**src/logic/rsc_params.svh**
```systemverilog
// Register map, field positions, reset values and counts of reset control
`ifndef RSC_PARAMS_SVH
`define RSC_PARAMS_SVH

// ====================================================================
// Register byte offsets
`define RSC_CAUSE_OFS 5'h00
`define RSC_CTRL_OFS 5'h04
`define RSC_PSOFT_OFS 5'h08
`define RSC_ISTS_OFS 5'h0c
`define RSC_IMASK_OFS 5'h10
`define RSC_WDT_OFS 5'h14
`define RSC_STATE_OFS 5'h18

// ====================================================================
// Field positions and reset values
`define RSC_C_POR 0
`define RSC_C_EXT 1
`define RSC_C_BOR 2
`define RSC_C_SW 3
`define RSC_C_WDT 4
`define RSC_CAUSE_RST 5'h01
`define RSC_CTL_BOREN 0
`define RSC_CTL_SYSREQ 1
`define RSC_CTL_WDTEN 2
`define RSC_I_BOR 0
`define RSC_I_WDT 1

// ====================================================================
// Cycle counts
`define RSC_HOLD_CYC 4'h4
`define RSC_PRST_CYC 2'h3
`endif

```
**src/logic/rsc_pkg.sv**
```systemverilog
// Types shared by the reset control modules
package rsc_pkg;
  typedef logic [7:0] rsc_pvec_t;
  typedef enum logic [2:0]
  {
    BOOT_HOLD = 3'b000,
    BOOT_SP = 3'b001,
    BOOT_PC = 3'b010,
    BOOT_INSN = 3'b011,
    BOOT_RUN = 3'b100
  } rsc_boot_e;
endpackage

```
**src/logic/rsc_req_if.sv**
```systemverilog
// Links between the reset control and its helper units
`timescale 1ns/1ps
interface rsc_req_if;
  import rsc_pkg::*;
  rsc_pvec_t psoft;
  rsc_pvec_t pactive;
  logic wdt_to;
  logic wdt_clr;
  logic wdt_en;
  logic wdt_flag;
  logic wdt_rst;
  modport ctl (output psoft, wdt_to, wdt_clr, wdt_en,
               input pactive, wdt_flag, wdt_rst);
  modport prst (input psoft, output pactive);
  modport wdt (input wdt_to, wdt_clr, wdt_en, output wdt_flag, wdt_rst);
endinterface

```
**src/logic/rsc_periph_reset.sv**
```systemverilog
// Per-module software peripheral reset pulse generator
`timescale 1ns/1ps
`include "rsc_params.svh"
module rsc_periph_reset
  import rsc_pkg::*;
(
  input wire logic clk_i,
  input wire logic rst_n_i,
  rsc_req_if.prst rq
);
  typedef struct packed {
    rsc_pvec_t prev;
    logic [7:0][1:0] cnt;
    rsc_pvec_t active;
  } rsc_prst_s;
  rsc_prst_s st;
  rsc_prst_s next_st;

  // A falling select bit starts that module's own reset pulse
  always_comb
  begin
    next_st = st;
    next_st.prev = rq.psoft;
    for (int i = 0; i < 8; i++)
    begin
      if (st.prev[i] && !rq.psoft[i])
        next_st.cnt[i] = `RSC_PRST_CYC;
      else if (st.cnt[i] != 2'h0)
        next_st.cnt[i] = st.cnt[i] - 2'h1;
      next_st.active[i] = (next_st.cnt[i] != 2'h0);
    end
  end

  always_ff @(posedge clk_i or negedge rst_n_i)
  begin
    if (!rst_n_i)
      st <= '0;
    else
      st <= next_st;
  end

  assign rq.pactive = st.active;
endmodule

```
**src/logic/rsc_reset_ctrl.sv**
```systemverilog
// Reset source merging, cause recording and boot fetch sequencing
//
// The implementer's own choices: the Avalon-MM slave port and the register addresses.
`timescale 1ns/1ps
`include "rsc_params.svh"
module rsc_reset_ctrl
  import rsc_pkg::*;
(
  input wire logic clk_i,
  input wire logic rst_n_i,
  input wire logic por_det_i,
  input wire logic rst_pin_n_i,
  input wire logic brownout_i,
  input wire logic wdt_timeout_i,
  input wire logic fetch_ack_i,
  input wire logic [2:0] avs_address_i,
  input wire logic avs_read_i,
  input wire logic avs_write_i,
  input wire logic [31:0] avs_writedata_i,
  input wire logic [3:0] avs_byteenable_i,
  output logic [31:0] avs_readdata_o,
  output logic avs_waitrequest_o,
  output logic irq_o,
  output logic core_rst_n_o,
  output logic tap_rst_n_o,
  output logic pin_cfg_rst_n_o,
  output logic [7:0] periph_rst_n_o,
  output logic fetch_req_o,
  output logic [1:0] fetch_step_o,
  output logic core_run_o
);
  // ==================================================================
  // State
  typedef struct packed {
    logic wreq;
    logic [31:0] rdata;
    logic [4:0] cause;
    logic bor_en;
    logic wdt_en;
    rsc_pvec_t psoft;
    logic [1:0] ists;
    logic [1:0] imask;
    logic irq;
    logic por_done;
    logic [3:0] hold;
    logic core_rst;
    logic tap_rst;
    logic pcfg_rst;
    rsc_pvec_t prst;
    rsc_boot_e boot;
    logic freq;
    logic [1:0] fstep;
    logic run;
    logic bor_prev;
    logic wflag_prev;
  } rsc_top_s;

  // Power-on: every domain held, only the power-on cause left standing
  localparam rsc_top_s ST_RST = '{
    wreq: 1'b1, cause: `RSC_CAUSE_RST, core_rst: 1'b1,
    tap_rst: 1'b1, pcfg_rst: 1'b1, prst: 8'hff,
    boot: BOOT_HOLD, default: '0};

  rsc_top_s st;
  rsc_top_s next_st;
  logic [4:0] ofs;
  logic acc;
  logic wr;
  logic rd;
  logic sys_req;
  logic wdt_clr;
  logic por_live;
  logic pin_low;
  logic bor_rst;
  logic pulse_src;
  logic sys_rst;
  logic [4:0] cause_set;
  logic [1:0] irq_set;
  logic [1:0] irq_clr;

  rsc_req_if rq ();

  // ==================================================================
  // Helper units
  rsc_periph_reset u_prst
  (
    .clk_i (clk_i),
    .rst_n_i (rst_n_i),
    .rq (rq.prst)
  );

  rsc_wdt_qual u_wdt
  (
    .clk_i (clk_i),
    .rst_n_i (rst_n_i),
    .rq (rq.wdt)
  );

  assign rq.psoft = st.psoft;
  assign rq.wdt_to = wdt_timeout_i;
  assign rq.wdt_clr = wdt_clr;
  assign rq.wdt_en = st.wdt_en;

  // ==================================================================
  // Register read decode
  function automatic logic [31:0] rsc_read(input logic [4:0] o);
    unique case (o)
      `RSC_CAUSE_OFS: rsc_read = {27'h0, st.cause};
      `RSC_CTRL_OFS: rsc_read = {29'h0, st.wdt_en, 1'b0, st.bor_en};
      `RSC_PSOFT_OFS: rsc_read = {24'h0, st.psoft};
      `RSC_ISTS_OFS: rsc_read = {30'h0, st.ists};
      `RSC_IMASK_OFS: rsc_read = {30'h0, st.imask};
      `RSC_WDT_OFS: rsc_read = {31'h0, rq.wdt_flag};
      `RSC_STATE_OFS: rsc_read = {25'h0, st.boot, st.tap_rst,
                                  st.pcfg_rst, st.por_done, st.core_rst};
      default: rsc_read = 32'h0;
    endcase
  endfunction

  // ==================================================================
  // Next state
  always_comb
  begin
    next_st = st;
    // Bus: one wait cycle, data captured early so it stands at the ack
    ofs = {avs_address_i, 2'b00};
    acc = (avs_read_i || avs_write_i) && !st.wreq;
    wr = acc && avs_write_i && avs_byteenable_i[0];
    rd = acc && avs_read_i;
    next_st.wreq = !((avs_read_i || avs_write_i) && st.wreq);
    if ((avs_read_i || avs_write_i) && st.wreq)
      next_st.rdata = rsc_read(ofs);

    // Software writes
    sys_req = wr && (ofs == `RSC_CTRL_OFS) &&
              avs_writedata_i[`RSC_CTL_SYSREQ];
    wdt_clr = wr && (ofs == `RSC_WDT_OFS) && avs_writedata_i[0];
    if (wr && (ofs == `RSC_CTRL_OFS))
    begin
      next_st.bor_en = avs_writedata_i[`RSC_CTL_BOREN];
      next_st.wdt_en = avs_writedata_i[`RSC_CTL_WDTEN];
    end
    if (wr && (ofs == `RSC_PSOFT_OFS))
      next_st.psoft = avs_writedata_i[7:0];
    if (wr && (ofs == `RSC_IMASK_OFS))
      next_st.imask = avs_writedata_i[1:0];

    // Detector is honoured once; a later blip cannot re-enter reset
    next_st.por_done = st.por_done || !por_det_i;
    por_live = !st.por_done;
    pin_low = !rst_pin_n_i;
    bor_rst = st.bor_en && brownout_i;
    pulse_src = sys_req || rq.wdt_rst;

    // Pulse sources get a fixed stretch; level sources hold directly
    if (pulse_src)
      next_st.hold = `RSC_HOLD_CYC;
    else if (st.hold != 4'h0)
      next_st.hold = st.hold - 4'h1;
    sys_rst = por_live || pin_low || bor_rst || pulse_src ||
              (st.hold != 4'h0);

    // Domain fan-out: test port follows power-on only
    next_st.core_rst = sys_rst;
    next_st.tap_rst = por_live;
    next_st.pcfg_rst = por_live || pin_low;
    next_st.prst = {8{sys_rst}} | rq.pactive;

    // Cause bits: set wins over clear, untouched by non power-on resets
    cause_set = {rq.wdt_rst, sys_req, bor_rst, pin_low, 1'b0} &
                {5{st.por_done}};
    if (wr && (ofs == `RSC_CAUSE_OFS))
      next_st.cause = st.cause & ~avs_writedata_i[4:0];
    next_st.cause = next_st.cause | cause_set;

    // Interrupts; a read clears only the bits it reported
    irq_set = 2'b00;
    irq_set[`RSC_I_BOR] = brownout_i && !st.bor_prev && !st.bor_en;
    irq_set[`RSC_I_WDT] = rq.wdt_flag && !st.wflag_prev;
    irq_clr = (rd && (ofs == `RSC_ISTS_OFS)) ? st.rdata[1:0] : 2'b00;
    next_st.ists = (st.ists & ~irq_clr) | irq_set;
    next_st.irq = |(next_st.ists & next_st.imask);
    next_st.bor_prev = brownout_i;
    next_st.wflag_prev = rq.wdt_flag;

    // Boot fetch order once the core leaves reset
    unique case (st.boot)
      BOOT_HOLD:
        if (!st.core_rst)
          next_st.boot = BOOT_SP;
      BOOT_SP:
        if (fetch_ack_i)
          next_st.boot = BOOT_PC;
      BOOT_PC:
        if (fetch_ack_i)
          next_st.boot = BOOT_INSN;
      BOOT_INSN:
        if (fetch_ack_i)
          next_st.boot = BOOT_RUN;
      BOOT_RUN:
        next_st.boot = BOOT_RUN;
      default:
        next_st.boot = BOOT_HOLD;
    endcase
    if (sys_rst)
      next_st.boot = BOOT_HOLD;
    next_st.freq = (next_st.boot == BOOT_SP) ||
                   (next_st.boot == BOOT_PC) ||
                   (next_st.boot == BOOT_INSN);
    next_st.fstep = next_st.freq ? (next_st.boot[1:0] - 2'h1) : 2'h0;
    next_st.run = (next_st.boot == BOOT_RUN);
  end

  // Only a true power-on clears this state
  always_ff @(posedge clk_i or negedge rst_n_i)
  begin
    if (!rst_n_i)
      st <= ST_RST;
    else
      st <= next_st;
  end

  // ==================================================================
  // Outputs
  assign avs_readdata_o = st.rdata;
  assign avs_waitrequest_o = st.wreq;
  assign irq_o = st.irq;
  assign core_rst_n_o = !st.core_rst;
  assign tap_rst_n_o = !st.tap_rst;
  assign pin_cfg_rst_n_o = !st.pcfg_rst;
  assign periph_rst_n_o = ~st.prst;
  assign fetch_req_o = st.freq;
  assign fetch_step_o = st.fstep;
  assign core_run_o = st.run;
endmodule

```
**src/logic/rsc_wdt_qual.sv**
```systemverilog
// Watchdog time-out qualifier: interrupt first, reset on the second
`timescale 1ns/1ps
module rsc_wdt_qual
(
  input wire logic clk_i,
  input wire logic rst_n_i,
  rsc_req_if.wdt rq
);
  typedef struct packed {
    logic flag;
    logic rst;
  } rsc_wdt_s;
  rsc_wdt_s st;
  rsc_wdt_s next_st;

  // Set wins over software clear so no time-out is lost
  always_comb
  begin
    next_st = st;
    next_st.rst = rq.wdt_to && st.flag && rq.wdt_en;
    next_st.flag = (st.flag && !rq.wdt_clr) || rq.wdt_to;
  end

  always_ff @(posedge clk_i or negedge rst_n_i)
  begin
    if (!rst_n_i)
      st <= '0;
    else
      st <= next_st;
  end

  assign rq.wdt_flag = st.flag;
  assign rq.wdt_rst = st.rst;
endmodule

```
**config.mk**
```make
export PLATFORM = sky130hd
export DESIGN_NAME = rsc_reset_ctrl
export DESIGN_NICKNAME = d
export VERILOG_FILES = /design/src/logic/rsc_pkg.sv /design/src/logic/rsc_req_if.sv /design/src/logic/rsc_periph_reset.sv /design/src/logic/rsc_reset_ctrl.sv /design/src/logic/rsc_wdt_qual.sv
export VERILOG_INCLUDE_DIRS = /design/src /design/src/logic
export SDC_FILE = /design/constraint.sdc
export NUM_CORES = 1
export LEC_CHECK = 0
export ABC_AREA = 0
export BUFFER_PORTS_ARGS = -buffer_cell sky130_fd_sc_hd__buf_2
export CELL_PAD_IN_SITES_DETAIL_PLACEMENT = 2
export CELL_PAD_IN_SITES_GLOBAL_PLACEMENT = 2
export CORE_MARGIN = 4
export CORE_UTILIZATION = 34
export CTS_CLUSTER_SIZE = 12
export DETAILED_ROUTE_END_ITERATION = 8
export GPL_TIMING_DRIVEN = 1
export PLACE_DENSITY = 0.78
export SLEW_MARGIN = 20
export SYNTH_ARGS = -nofsm -noshare
export SYNTH_HDL_FRONTEND = slang
export SYNTH_HIERARCHICAL = 1
export SYNTH_SLANG_ARGS = --single-unit
```
**constraint.sdc**
```tcl
create_clock -name clk_i -period 4.15 [get_ports clk_i]
set_input_delay 0.2075 -clock clk_i [delete_from_list [all_inputs] [get_ports clk_i]]
set_output_delay 0.2075 -clock clk_i [all_outputs]
set_load 0.005 [all_outputs]
```
* Word level (Yosys, flattened, before mapping)
Cells that the tools add are included.
** Cells by class
- Bitwise operators :: 10
- Equality and inequality tests :: 14
- Add/subtract/negate cells :: 10
- Reductions and logical operators :: 79
- Muxes and demuxes :: 29
** Operators with widths (count)
- $pmux 8 s7 :: 1
- $mux 2 :: 19
- $reduce_bool 2->1 :: 17
- $logic_and 1x1->1 :: 28
- $logic_not 1->1 :: 20
- $eq 3x2->1 const B :: 6
- $sub 2x1->2 const B :: 9
- $eq 3x3->1 const B :: 5
- $mux 3 :: 5
- $pmux 3 s5 :: 1
- $and 5x5->5 :: 2
- $logic_or 1x1->1 :: 10
- $eq 3x1->1 const B :: 3
- $mux 4 :: 2
- $not 8->8 :: 1
- $or 8x8->8 :: 1
- $logic_not 3->1 :: 2
- $mux 5 :: 1
- $not 5->5 :: 1
- $or 5x5->5 :: 1
- $and 2x2->2 :: 2
- $reduce_bool 4->1 :: 1
- $sub 4x1->4 const B :: 1
- $not 2->2 :: 1
- 2 further kinds :: 2
** Storage, ports and cells
- Bits in registers :: 112
- Output and inout port bits :: 49
- Input bits :: 48
- Logic and storage cells :: 175

* Depth between registers and ports, before layout
Gate-level depths: netlist of run 1.
- Depth in word-level cells :: 14
- Gate-level depth with buffers :: 11
- Gate-level depth less buffers :: 9

* By module
Netlist of run 1, hierarchy kept.
** Modules (own cells, without submodules)
- rsc_reset_ctrl :: area each 2677.6 µm², cells an instance 243, times used 1, seq. area each 1367.6 µm²
- rsc_periph_reset :: area each 1161.1 µm², cells an instance 88, times used 1, seq. area each 800.8 µm²
- rsc_wdt_qual :: area each 67.6 µm², cells an instance 5, times used 1, seq. area each 50.0 µm²

* Worst setup path after synthesis of run 1
OpenSTA, ideal clock, no wires.
- Path kind :: reg2reg
- Start :: register st[20] (netlist name)
- End :: register st, in the netlist fetch_step_o[0]
- Path buffers :: 1
- Path slack :: 1289 ps
- Arrival :: 2702 ps
- Stages on the path, launching flop included :: 11
- Period minus slack after synthesis :: 2861 ps
- Cells stage by stage :: dfrtp_1 -> inv_1 -> ha_1 -> or3b_1 -> buf_2 -> a2111o_1 -> a2111oi_1 -> inv_1 -> ha_1 -> nor3_1 -> nor3_1
** RTL lines
- from (decl) :: line rsc_reset_ctrl.sv:64 : rsc_top_s st;
- from (signal assigned) :: line rsc_reset_ctrl.sv:220 : st <= next_st;

==> results of run 1 <==
flip-flops by register name, summed over array words and instances, names as in the netlist:
register / count
avs_readdata_o: 8
avs_waitrequest_o: 1
core_run_o: 1
fetch_req_o: 1
fetch_step_o: 2
irq_o: 1
rq.psoft: 8
rq.wdt_en: 1
st: 31
u_prst/rq.pactive: 8
u_prst/st: 24
u_wdt/rq.wdt_flag: 1
u_wdt/rq.wdt_rst: 1
power by group:
| group | leakage (nW) | internal (W) | switching, W |
|---|---|---|---|
| sequential | 1.07 | 0.00107 | 0.000133 |
| clock | 0.139 | 0.000470 | 0.000351 |
| combinational | 0.972 | 0.000197 | 0.000221 |
| total | 2.18 | 0.00174 | 0.000706 |
worst register-to-register path, cell delays in order (launching register included):
cell and delay (ns):
dfrtp_1 0.41, inv_1 0.09, ha_1 0.19, or3b_1 0.45, a2111o_1 0.54, or2_4 0.34, or3_1 0.41, ha_1 0.22
nor3_1 0.38, nor3_1 0.12
cell families after synthesis:
group | after synthesis | share of synthesized area (%)
other cells | 1 | 0.0960
compound gates | 42 | 8.39
buf+inv | 80 | 11.9
mux | 21 | 6.28
fa+ha+maj | 6 | 1.92
flops | 88 | 56.8
xor+xnor | 3 | 0.673
simple gates | 95 | 13.9
cell type report:
type,instances,area (um2),share of cell area (%)
Clock buffer,10,229,5.25
Clock inverter,6,67.6,1.55
Inverter,31,116,2.67
Multi-Input combinational cell,191,1310,30.0
Sequential cell,88,2220,50.8
Tap cell,140,175,4.01
Timing Repair Buffer,47,249,5.71
routing by layer:
layer,share of wire [%],track usage [%],up-vias
li1,-,-,1109
met1,42,18.7,1260
met2,52,26.5,57
met3,3.9,3.42,15
met4,2.0,5.87,0
met5,0,0,-
stage by stage:
| step | hold WS (ns) | utilization (%) | setup slack [ns] |
|---|---|---|---|
| after detailed placement | 0.381 | 36.7 | 0.910 |
| final | 0.0257 | 39.6 | 0.866 |
| after floorplan | -0.0881 | - | 1.29 |
| after CTS | 0.0180 | 39.4 | 0.809 |
| after global routing | 0.00954 | 39.6 | 0.700 |
| after global placement | 0.374 | 36.7 | 1.10 |
repair_timing:
action / CTS / global route
hold buffers: 0 / 1
resized for setup: 0 / 0
hold endpoints to repair: 0 / 16
final timing paths:
kind / startpoint / to / slack, ns / depth (start not counted)
max in group asynchronous: rst_n_i / st[23] / 3.09 / 2
max: st[20] / fetch_step_o[1] / 0.87 / 9
min in group asynchronous: rst_n_i / st[1] / 0.45 / 2
min: por_det_i / st[24] / 0.03 / 2
max reg2reg: st[20] / fetch_step_o[1] / 0.87 / 9
min reg2reg: u_prst/rq.pactive[4] / st[13] / 0.43 / 1
layout by cell type (no fill, tap or decap), drive strengths merged, types with 4 or more instances in the layout:
master | Yosys | final
conb | 1 | 24
mux2 | 18 | 18
ha | 6 | 6
or3 | 10 | 10
nor2 | 8 | 8
inv | 31 | 33
nand2 | 41 | 41
o21ai | 10 | 10
a31oi | 4 | 4
dfrtp | 75 | 75
nor2b | 5 | 5
nand2b | 10 | 10
clkbuf | 4 | 10
buf | 45 | 46
dfstp | 13 | 13
o31ai | 4 | 4
nor3 | 7 | 7
==> reports/results.txt, run 1 <==
Post-placement cell area - 4050 um2
Die Wd - 115 um
Worst-Skew Late Latency - 0.34 ns
Final hold vios - 0
Minimum clock period - 3.28 ns
GR Util All Layers - 15.4%
Gr ovfl total - 0
Crit end category - flip-flop
Final setup fails - 0
Number of vias per cell - 4.76
Synth cell types - 54
Initial antenna violation count - 0
Worst-path cell chain - inv_1 -> ha_1 -> or3b_1 -> a2111o_1 -> or2_4 -> or3_1 -> ha_1 -> nor3_1 -> nor3_1
Largest net degree at the start of global routing - 89
Max-slew violation count - 0
Antenna cells - 0
Status - finished, final reports clean
Max Cap Viol - 0
Num CTS Buffers - 9
Placer Congestion - 0.755
P_leak - 2.18 nW
Buf+Inv Stages, Crit Path - 1
Crit-path max FO - 11
Row Count - 38
Placed instance count - 496
Vias in the first global route - 2826
Fin crit share - 79.1%
Area share of the largest cell type after synthesis - 48.0%
Synthesized area per cell - 11.6 um2
PortBufs - 45
Wire per inst - 18.0 um
Clk pin slew, worst setup/hold paths - 0.07 ns
Worst Max-Slew Pin Slew - 0.822 ns
Dpl hpwl - 6320 um
Crit start category - flip-flop
Starting Density - 35.4%
Nets - 422
WL final - 9240 um
Pre-antenna DRT Iters - 4
Min-delay worst type - in -> reg
WP data arrival - 3.49 ns
Die footprint - 13300 um2
Filler instances - 1172
# Post-CTS Setup Buffers - 0
Via count - 2441
Worst EP required - 4.35 ns
Synth top area cells - dfrtp_1 48%, dfstp_2 8.7%, buf_4 8.1%, mux2_2 5.2%, nand2_1 3.9%
I/O Pins - 97
Clock sink count - 88
Post-synth EDFFs - 0
RSZ-0062 raised after global routing - false
Area leader, netlist - dfrtp_1
Residual DRC - 0
Non-Filler Instances - 513
Most frequent cells after synthesis - 75 x dfrtp_1, 42 x buf_4, 41 x nand2_1
Pwr Density - 560 nW/um2
First-pass GRT wire length - 15500 um
Worst VDD drop - 0.000233 V
Primary FF master, synth - dfrtp_1
YS warnings - 6
Core area - 11000 um2
Max_slew headroom - 45.2%
CP top delay family - simple AND/OR/NAND/NOR gates
CTS H-Tree Depth - 3
#FFs+latches synth - 88
Root Driver - clkbuf_16
Die Y-Extent - 115 um
Power Total - 0.00244 W
Synth Instances - 336
Area grow syn2layout - 11.7%
Worst stage delay on the critical path - 0.53 ns
Post-route cell area - 4360 um2
Initial drt markers - 73
Most numerous cell in the Yosys netlist - dfrtp_1
Fraction of layout cells with a size suffix above 1 - 30.0%
Slowest cell on the critical path - a2111o_1
Critical path class - reg -> reg
Sequential element share of the synthesized area - 56.8%
Final TNS setup - 0 ns
Post-Syn Area - 3910 um2
CTS tree - done
CTS Buffer Depth - 2
Final ANT Viol Nets - 0
Fmax - 305 MHz
Max Clock Skew - 0.00677 ns
Post-synthesis async set-or-reset flop share - 100%
No activity file was read; power rests on OpenSTA's default activity.
==> run 2, diff against run 1 <==
clock period = 3.1 ns   (was 4.15 ns; I/O delays follow)
==> reports/results.txt, run 2 (same netlist as run 1, synthesis figures left out) <==
Status - finished, final reports clean
Antenna cells - 0 (unchanged)
Minimum clock period - 2.93 ns (-0.353 ns)
Max-slew violation count - 0 (unchanged)
GR Util All Layers - 14.4% (-0.96 points)
RSZ-0062 raised after global routing - false
Clk pin slew, worst setup/hold paths - 0.06 ns (about the same)
Worst-Skew Late Latency - 0.34 ns (about the same)
Worst stage delay on the critical path - 0.46 ns (-0.07 ns)
CTS H-Tree Depth - 3 (unchanged)
Finished Core Util - 40.4% (+0.82 points)
Initial antenna violation count - 0 (unchanged)
Worst Max-Slew Pin Slew - 0.811 ns (-0.0106 ns)
Die Wd - 115 um (unchanged)
Final ANT Viol Nets - 0 (unchanged)
Final hold vios - 0 (unchanged)
R2r worst-path depth - 9 (unchanged)
Hold Path Depth - 2 (unchanged)
Pre-antenna DRT Iters - 4 (unchanged)
Fin crit share - 94.5% (+15 points)
Reg-to-reg critical path endpoint - fetch_req_o
Largest Register - st
Max Cap Viol - 0 (unchanged)
Nets - 431 (+2.1%)
Crit end category - flip-flop
P_leak - 2.22 nW (+2.1%)
CTS Buffer Depth - 2 (unchanged)
Num CTS Buffers - 9 (unchanged)
Critical path class - reg -> reg
Pwr Density - 735 nW/um2 (+31%)
Final hold slack - 0.0525 ns (+0.0268 ns)
Placer Congestion - 0.747 (-0.98%)
Number of vias per cell - 4.72 (-0.73%)
Wire per inst - 17.0 um (-5.7%)
Starting Density - 35.4% (unchanged)
Hold-critical path endpoint - rq.psoft[7]
WL final - 8840 um (-4.3%)
Slowest cell on the critical path - or3b_1
Core area - 11000 um2 (unchanged)
Most common cell type on the critical path - ha_1
Area grow syn2layout - 14.0%
R2r setup slk - 0.17 ns (-0.70 ns)
Vias in the first global route - 2801 (-0.88%)
Crit start category - flip-flop
PortBufs - 45 (unchanged)
Die Y-Extent - 115 um (unchanged)
Row Count - 38 (unchanged)
Worst VDD drop - 0.000267 V (+14%)
Commonest non-fill, non-tap cells in the layout - 75 x dfrtp_1, 44 x buf_2, 41 x nand2_1, 31 x inv_1, 24 x conb_1
Die footprint - 13300 um2 (unchanged)
Root Driver - clkbuf_16
CTS tree - done
Buf+Inv Stages, Crit Path - 1 (unchanged)
Largest net degree at the start of global routing - 89 (unchanged)
Fmax - 341 MHz (+12%)
FF-to-FF Start - st[20]
Max_slew headroom - 45.9% (+0.71 points)
First-pass GRT wire length - 14600 um (-6.0%)
Max Clock Skew - 0.00714 ns (+0.000363 ns)
Final setup fails - 0 (unchanged)
Commonest non-fill, non-tap cell in the layout - dfrtp_1
Via count - 2461 (+0.82%)
Worst-path cell chain - inv_1 -> ha_1 -> or3b_1 -> a2111o_1 -> or2_4 -> or3_1 -> ha_1 -> nor3_2 -> nor2_1
Hold path start - avs_writedata_i[7]
I/O Pins - 97 (unchanged)
Clock sink count - 88 (unchanged)
Worst EP required - 3.31 ns (-1.04 ns)
Fraction of layout cells with a size suffix above 1 - 31.0% (+0.94 points)
CP top delay family - simple AND/OR/NAND/NOR gates
Final TNS setup - 0 ns (unchanged)
WP data arrival - 3.14 ns (-0.35 ns)
Largest regs - st: 31 flops, u_prst/st: 24 flops
Residual DRC - 0 (unchanged)
Initial drt markers - 80 (+9.6%)
Gr ovfl total - 0 (unchanged)
Min-delay worst type - in -> reg
Crit-path max FO - 5 (-6)
Largest register FFs - 31 (unchanged)
Dpl hpwl - 6330 um (+0.11%)
run 2: cell count changes in the layout (fill, tap and decap cells not counted), moves of 2 or more:
| cell | delta |
|---|---|
| inv_6 | -2 |
| clkbuf_8 | +2 |
| dlygate4sd3_1 | +4 |
| buf_4 | +5 |
run 2: through the flow:
step / instance area (um2) / cells / setup slack [ns] / total power, W
after floorplan: 3990 / 359 / 0.239 / 0.00207
final: 4450 / 521 / 0.170 / 0.00327
after CTS: 4410 / 517 / 0.102 / 0.00332
after global placement: 4070 / 498 / 0.165 / 0.00212
after detailed placement: 4070 / 498 / 0.0665 / 0.00219
after global routing: 4450 / 521 / 0.00573 / 0.00349
run 2: power breakdown:
part	switching [W]	internal, W	total [W]
clock network	0.000435	0.000663	0.00110
registers	0.000170	0.00143	0.00160
logic	0.000294	0.000277	0.000571
run 2: final cells by class:
| cell class | count | area (um2) |
|---|---|---|
| clock inverter | 3 | 42.5 |
| multi-input combinational | 191 | 1320 |
| timing repair buffer | 56 | 327 |
| sequential | 88 | 2220 |
| fill | 1155 | 6580 |
| tap | 140 | 175 |
| inverter | 31 | 116 |
| clock buffer | 12 | 256 |
run 2: how the worst max path moves through the flow:
stage,startpoint,to,cells after the start
2_1_floorplan,st[20],fetch_step_o[0],10
3_3_place_gp,st[20],fetch_step_o[1],9
3_5_place_dp,st[20],fetch_req_o,9
4_1_cts,st[20],fetch_req_o,9
5_1_grt,st[20],fetch_step_o[1],10
6_report,st[20],fetch_req_o,9
run 2: repair_timing:
action,4_1_cts,5_1_grt
resized for setup,1,1
endpoints found under the hold margin,4,75
setup buffers,0,3
setup endpoints to repair,1,3
pin swaps,0,1
hold buffers,4,1
run 2: layer usage:
layer  routed length [um]  vias up  global-route usage [%]
met1                 3860     1275                    18.2
met4                  123        0                    4.30
met2                 4490       51                    24.1
met5                    0        -                       0
li1                     -     1126                       -
met3                  374        9                    4.16
==> run 3, diff against run 2 <==
CAP_MARGIN = 20   (was default)
CORE_UTILIZATION = 31   (was 34)
PLACE_DENSITY = 0.75   (was 0.78)
clock period = 2.6 ns   (was 3.1 ns; I/O delays follow)
==> reports/results.txt, run 3 (same netlist as run 1, synthesis figures left out) <==
PortBufs - 45 (unchanged)
CTS tree - done
Worst-Skew Late Latency - 0.34 ns (about the same)
Die Wd - 120 um (+4.4%)
Largest net degree at the start of global routing - 60 (-33%)
Gr ovfl total - 0 (unchanged)
WP data arrival - 2.78 ns (-0.36 ns)
Fin crit share - 99.0% (+4.5 points)
Nets - 456 (+5.8%)
Largest Register - st
Initial drt markers - 64 (-20%)
Die footprint - 14500 um2 (+9.0%)
R2r setup slk - 0.03 ns (-0.14 ns)
Final hold vios - 0 (unchanged)
Worst VDD drop - 0.000269 V (+0.93%)
P_leak - 2.37 nW (+6.3%)
Fmax - 388 MHz (+14%)
Min-delay worst type - in -> reg
Largest register FFs - 31 (unchanged)
CTS H-Tree Depth - 3 (unchanged)
Area grow syn2layout - 22.9%
Root Driver - clkbuf_16
Residual DRC - 0 (unchanged)
GR Util All Layers - 14.9% (+0.51 points)
Setup ws final - 0.0255 ns (-0.144 ns)
Number of vias per cell - 4.50 (-4.7%)
Hold path start - avs_writedata_i[5]
WL final - 10200 um (+16%)
Core area - 12200 um2 (+10%)
Critical path class - reg -> reg
Sw frac - 29.4% (+1.9 points)
Die Y-Extent - 120 um (+4.4%)
Crit-path max FO - 3 (-2)
Minimum clock period - 2.57 ns (-0.356 ns)
Crit start category - flip-flop
Non-Filler Instances - 575 (+10%)
Pwr Density - 888 nW/um2 (+21%)
Hold-critical path endpoint - rq.psoft[5]
Clock Power Share - 31.1% (-2.5 points)
Placer Congestion - 0.798 (+6.8%)
Final hold slack - 0.0196 ns (-0.0328 ns)
Logic pwr share - 23.7% (+6.3 points)
Final setup fails - 0 (unchanged)
Max-slew violation count - 0 (unchanged)
Reg-to-reg critical path endpoint - fetch_req_o
Commonest non-fill, non-tap cells in the layout - 75 x dfrtp_1, 44 x buf_2, 41 x nand2_1, 29 x inv_1, 29 x buf_4
Vias in the first global route - 2980 (+6.4%)
FF-to-FF Start - st[20]
Placed instance count - 535 (+7.4%)
Hold Path Depth - 2 (unchanged)
Clock sink count - 88 (unchanged)
Worst EP required - 2.81 ns (-0.50 ns)
Via count - 2588 (+5.2%)
Fraction of layout cells with a size suffix above 1 - 38.8% (+7.8 points)
Crit end category - flip-flop
Num CTS Buffers - 9 (unchanged)
Pre-antenna DRT Iters - 4 (unchanged)
Row Count - 40 (+5.3%)
Status - finished, final reports clean
Worst Max-Slew Pin Slew - 0.805 ns (-0.00577 ns)
Post-Place Worst Slack - -0.122 ns (-0.188 ns)
CTS Buffer Depth - 2 (unchanged)
Int Pwr - 0.00301 W (+27%)
First-pass GRT wire length - 16400 um (+12%)
Final ANT Viol Nets - 0 (unchanged)
RSZ-0062 raised after global routing - true
Psw - 0.00125 W (+39%)
I/O Pins - 97 (unchanged)
Filler instances - 1257 (+8.8%)
Clk pin slew, worst setup/hold paths - 0.07 ns (about the same)
Antenna cells - 0 (unchanged)
Dpl hpwl - 6750 um (+6.7%)
Commonest non-fill, non-tap cell in the layout - dfrtp_1
Starting Density - 32.1% (-3.3 points)
Initial antenna violation count - 0 (unchanged)
Max Cap Viol - 0 (unchanged)
R2r worst-path depth - 9 (unchanged)
Finished Core Util - 39.5% (-0.88 points)
Max_slew headroom - 46.3% (+0.38 points)
Reg power frac - 45.2% (-3.8 points)
Power Total - 0.00427 W (+30%)
Largest regs - st: 31 flops, u_prst/st: 24 flops
Wire per inst - 17.8 um (+4.9%)
Max Clock Skew - 0.00513 ns (-0.00201 ns)
[run 3: changes by cell type in the layout (fill, tap and decap cells not counted), moves of 3 or more]
cell,change
buf_4,+23
clkinv_4,+3
ha_1,-6
ha_4,+4
[run 3: final cells by class]
| cell class | count | area (um2) | share of cell area [%] |
|---|---|---|---|
| flip-flops and latches | 88 | 2220 | 46.2 |
| multi-input cells | 191 | 1420 | 29.6 |
| repair buffers | 81 | 531 | 11.0 |
| clock buffers | 9 | 225 | 4.69 |
| well taps | 168 | 210 | 4.38 |
| inverters | 31 | 116 | 2.42 |
| clock inverters | 7 | 78.8 | 1.64 |
[run 3: per-layer routing]
layer	track usage [%]	up-vias	share of wire [%]
met3	2.06	17	3.0
met2	26.2	55	53
met1	18.1	1336	42
li1	-	1180	-
met5	0	-	0
met4	7.01	0	2.6
[run 3: through the flow]
stage               cell area [um2]  setup TNS (ns)
finish                         4800               0
global route                   4800          -0.166
CTS                            4750          -0.165
detailed placement             4200          -0.326
global placement               4200          -0.176
floorplan                      4010          -0.177
[run 3: how the worst max path moves through the flow]
stage | to | cells after the start | start | slack [ns]
6_report | fetch_req_o | 9 | st[20] | 0.03
5_1_grt | fetch_req_o | 9 | st[20] | -0.08
4_1_cts | fetch_req_o | 9 | st[21] | -0.08
3_5_place_dp | fetch_step_o[1] | 8 | st[21] | -0.12
3_3_place_gp | fetch_step_o[1] | 8 | st[21] | -0.07
2_1_floorplan | fetch_step_o[0] | 11 | st[20] | -0.07
[run 3: power groups by stage]
stage	registers (W)	logic [W]	clock network, W
floorplan	0.00188	0.000598	0
global placement	0.00191	0.000660	0
detailed placement	0.00194	0.000714	0
CTS	0.00192	0.000970	0.00136
global route	0.00197	0.00113	0.00144
finish	0.00193	0.00101	0.00132
[run 3: timing repair]
action	in CTS	in global routing
endpoints found under the setup margin	3	4
pin swaps	8	6
hold endpoints to repair	56	0
resized for setup	12	7
hold buffers	5	0
buffers inserted	19	2
[run 3: worst max-delay path, cell delays in order, from the launching register on]
cell,delay (ns)
dfrtp_1,0.39
inv_2,0.11
ha_4,0.14
or3b_4,0.37
a2111o_1,0.38
or2_4,0.26
or3_4,0.37
ha_4,0.18
nor3_4,0.15
nor2_1,0.09
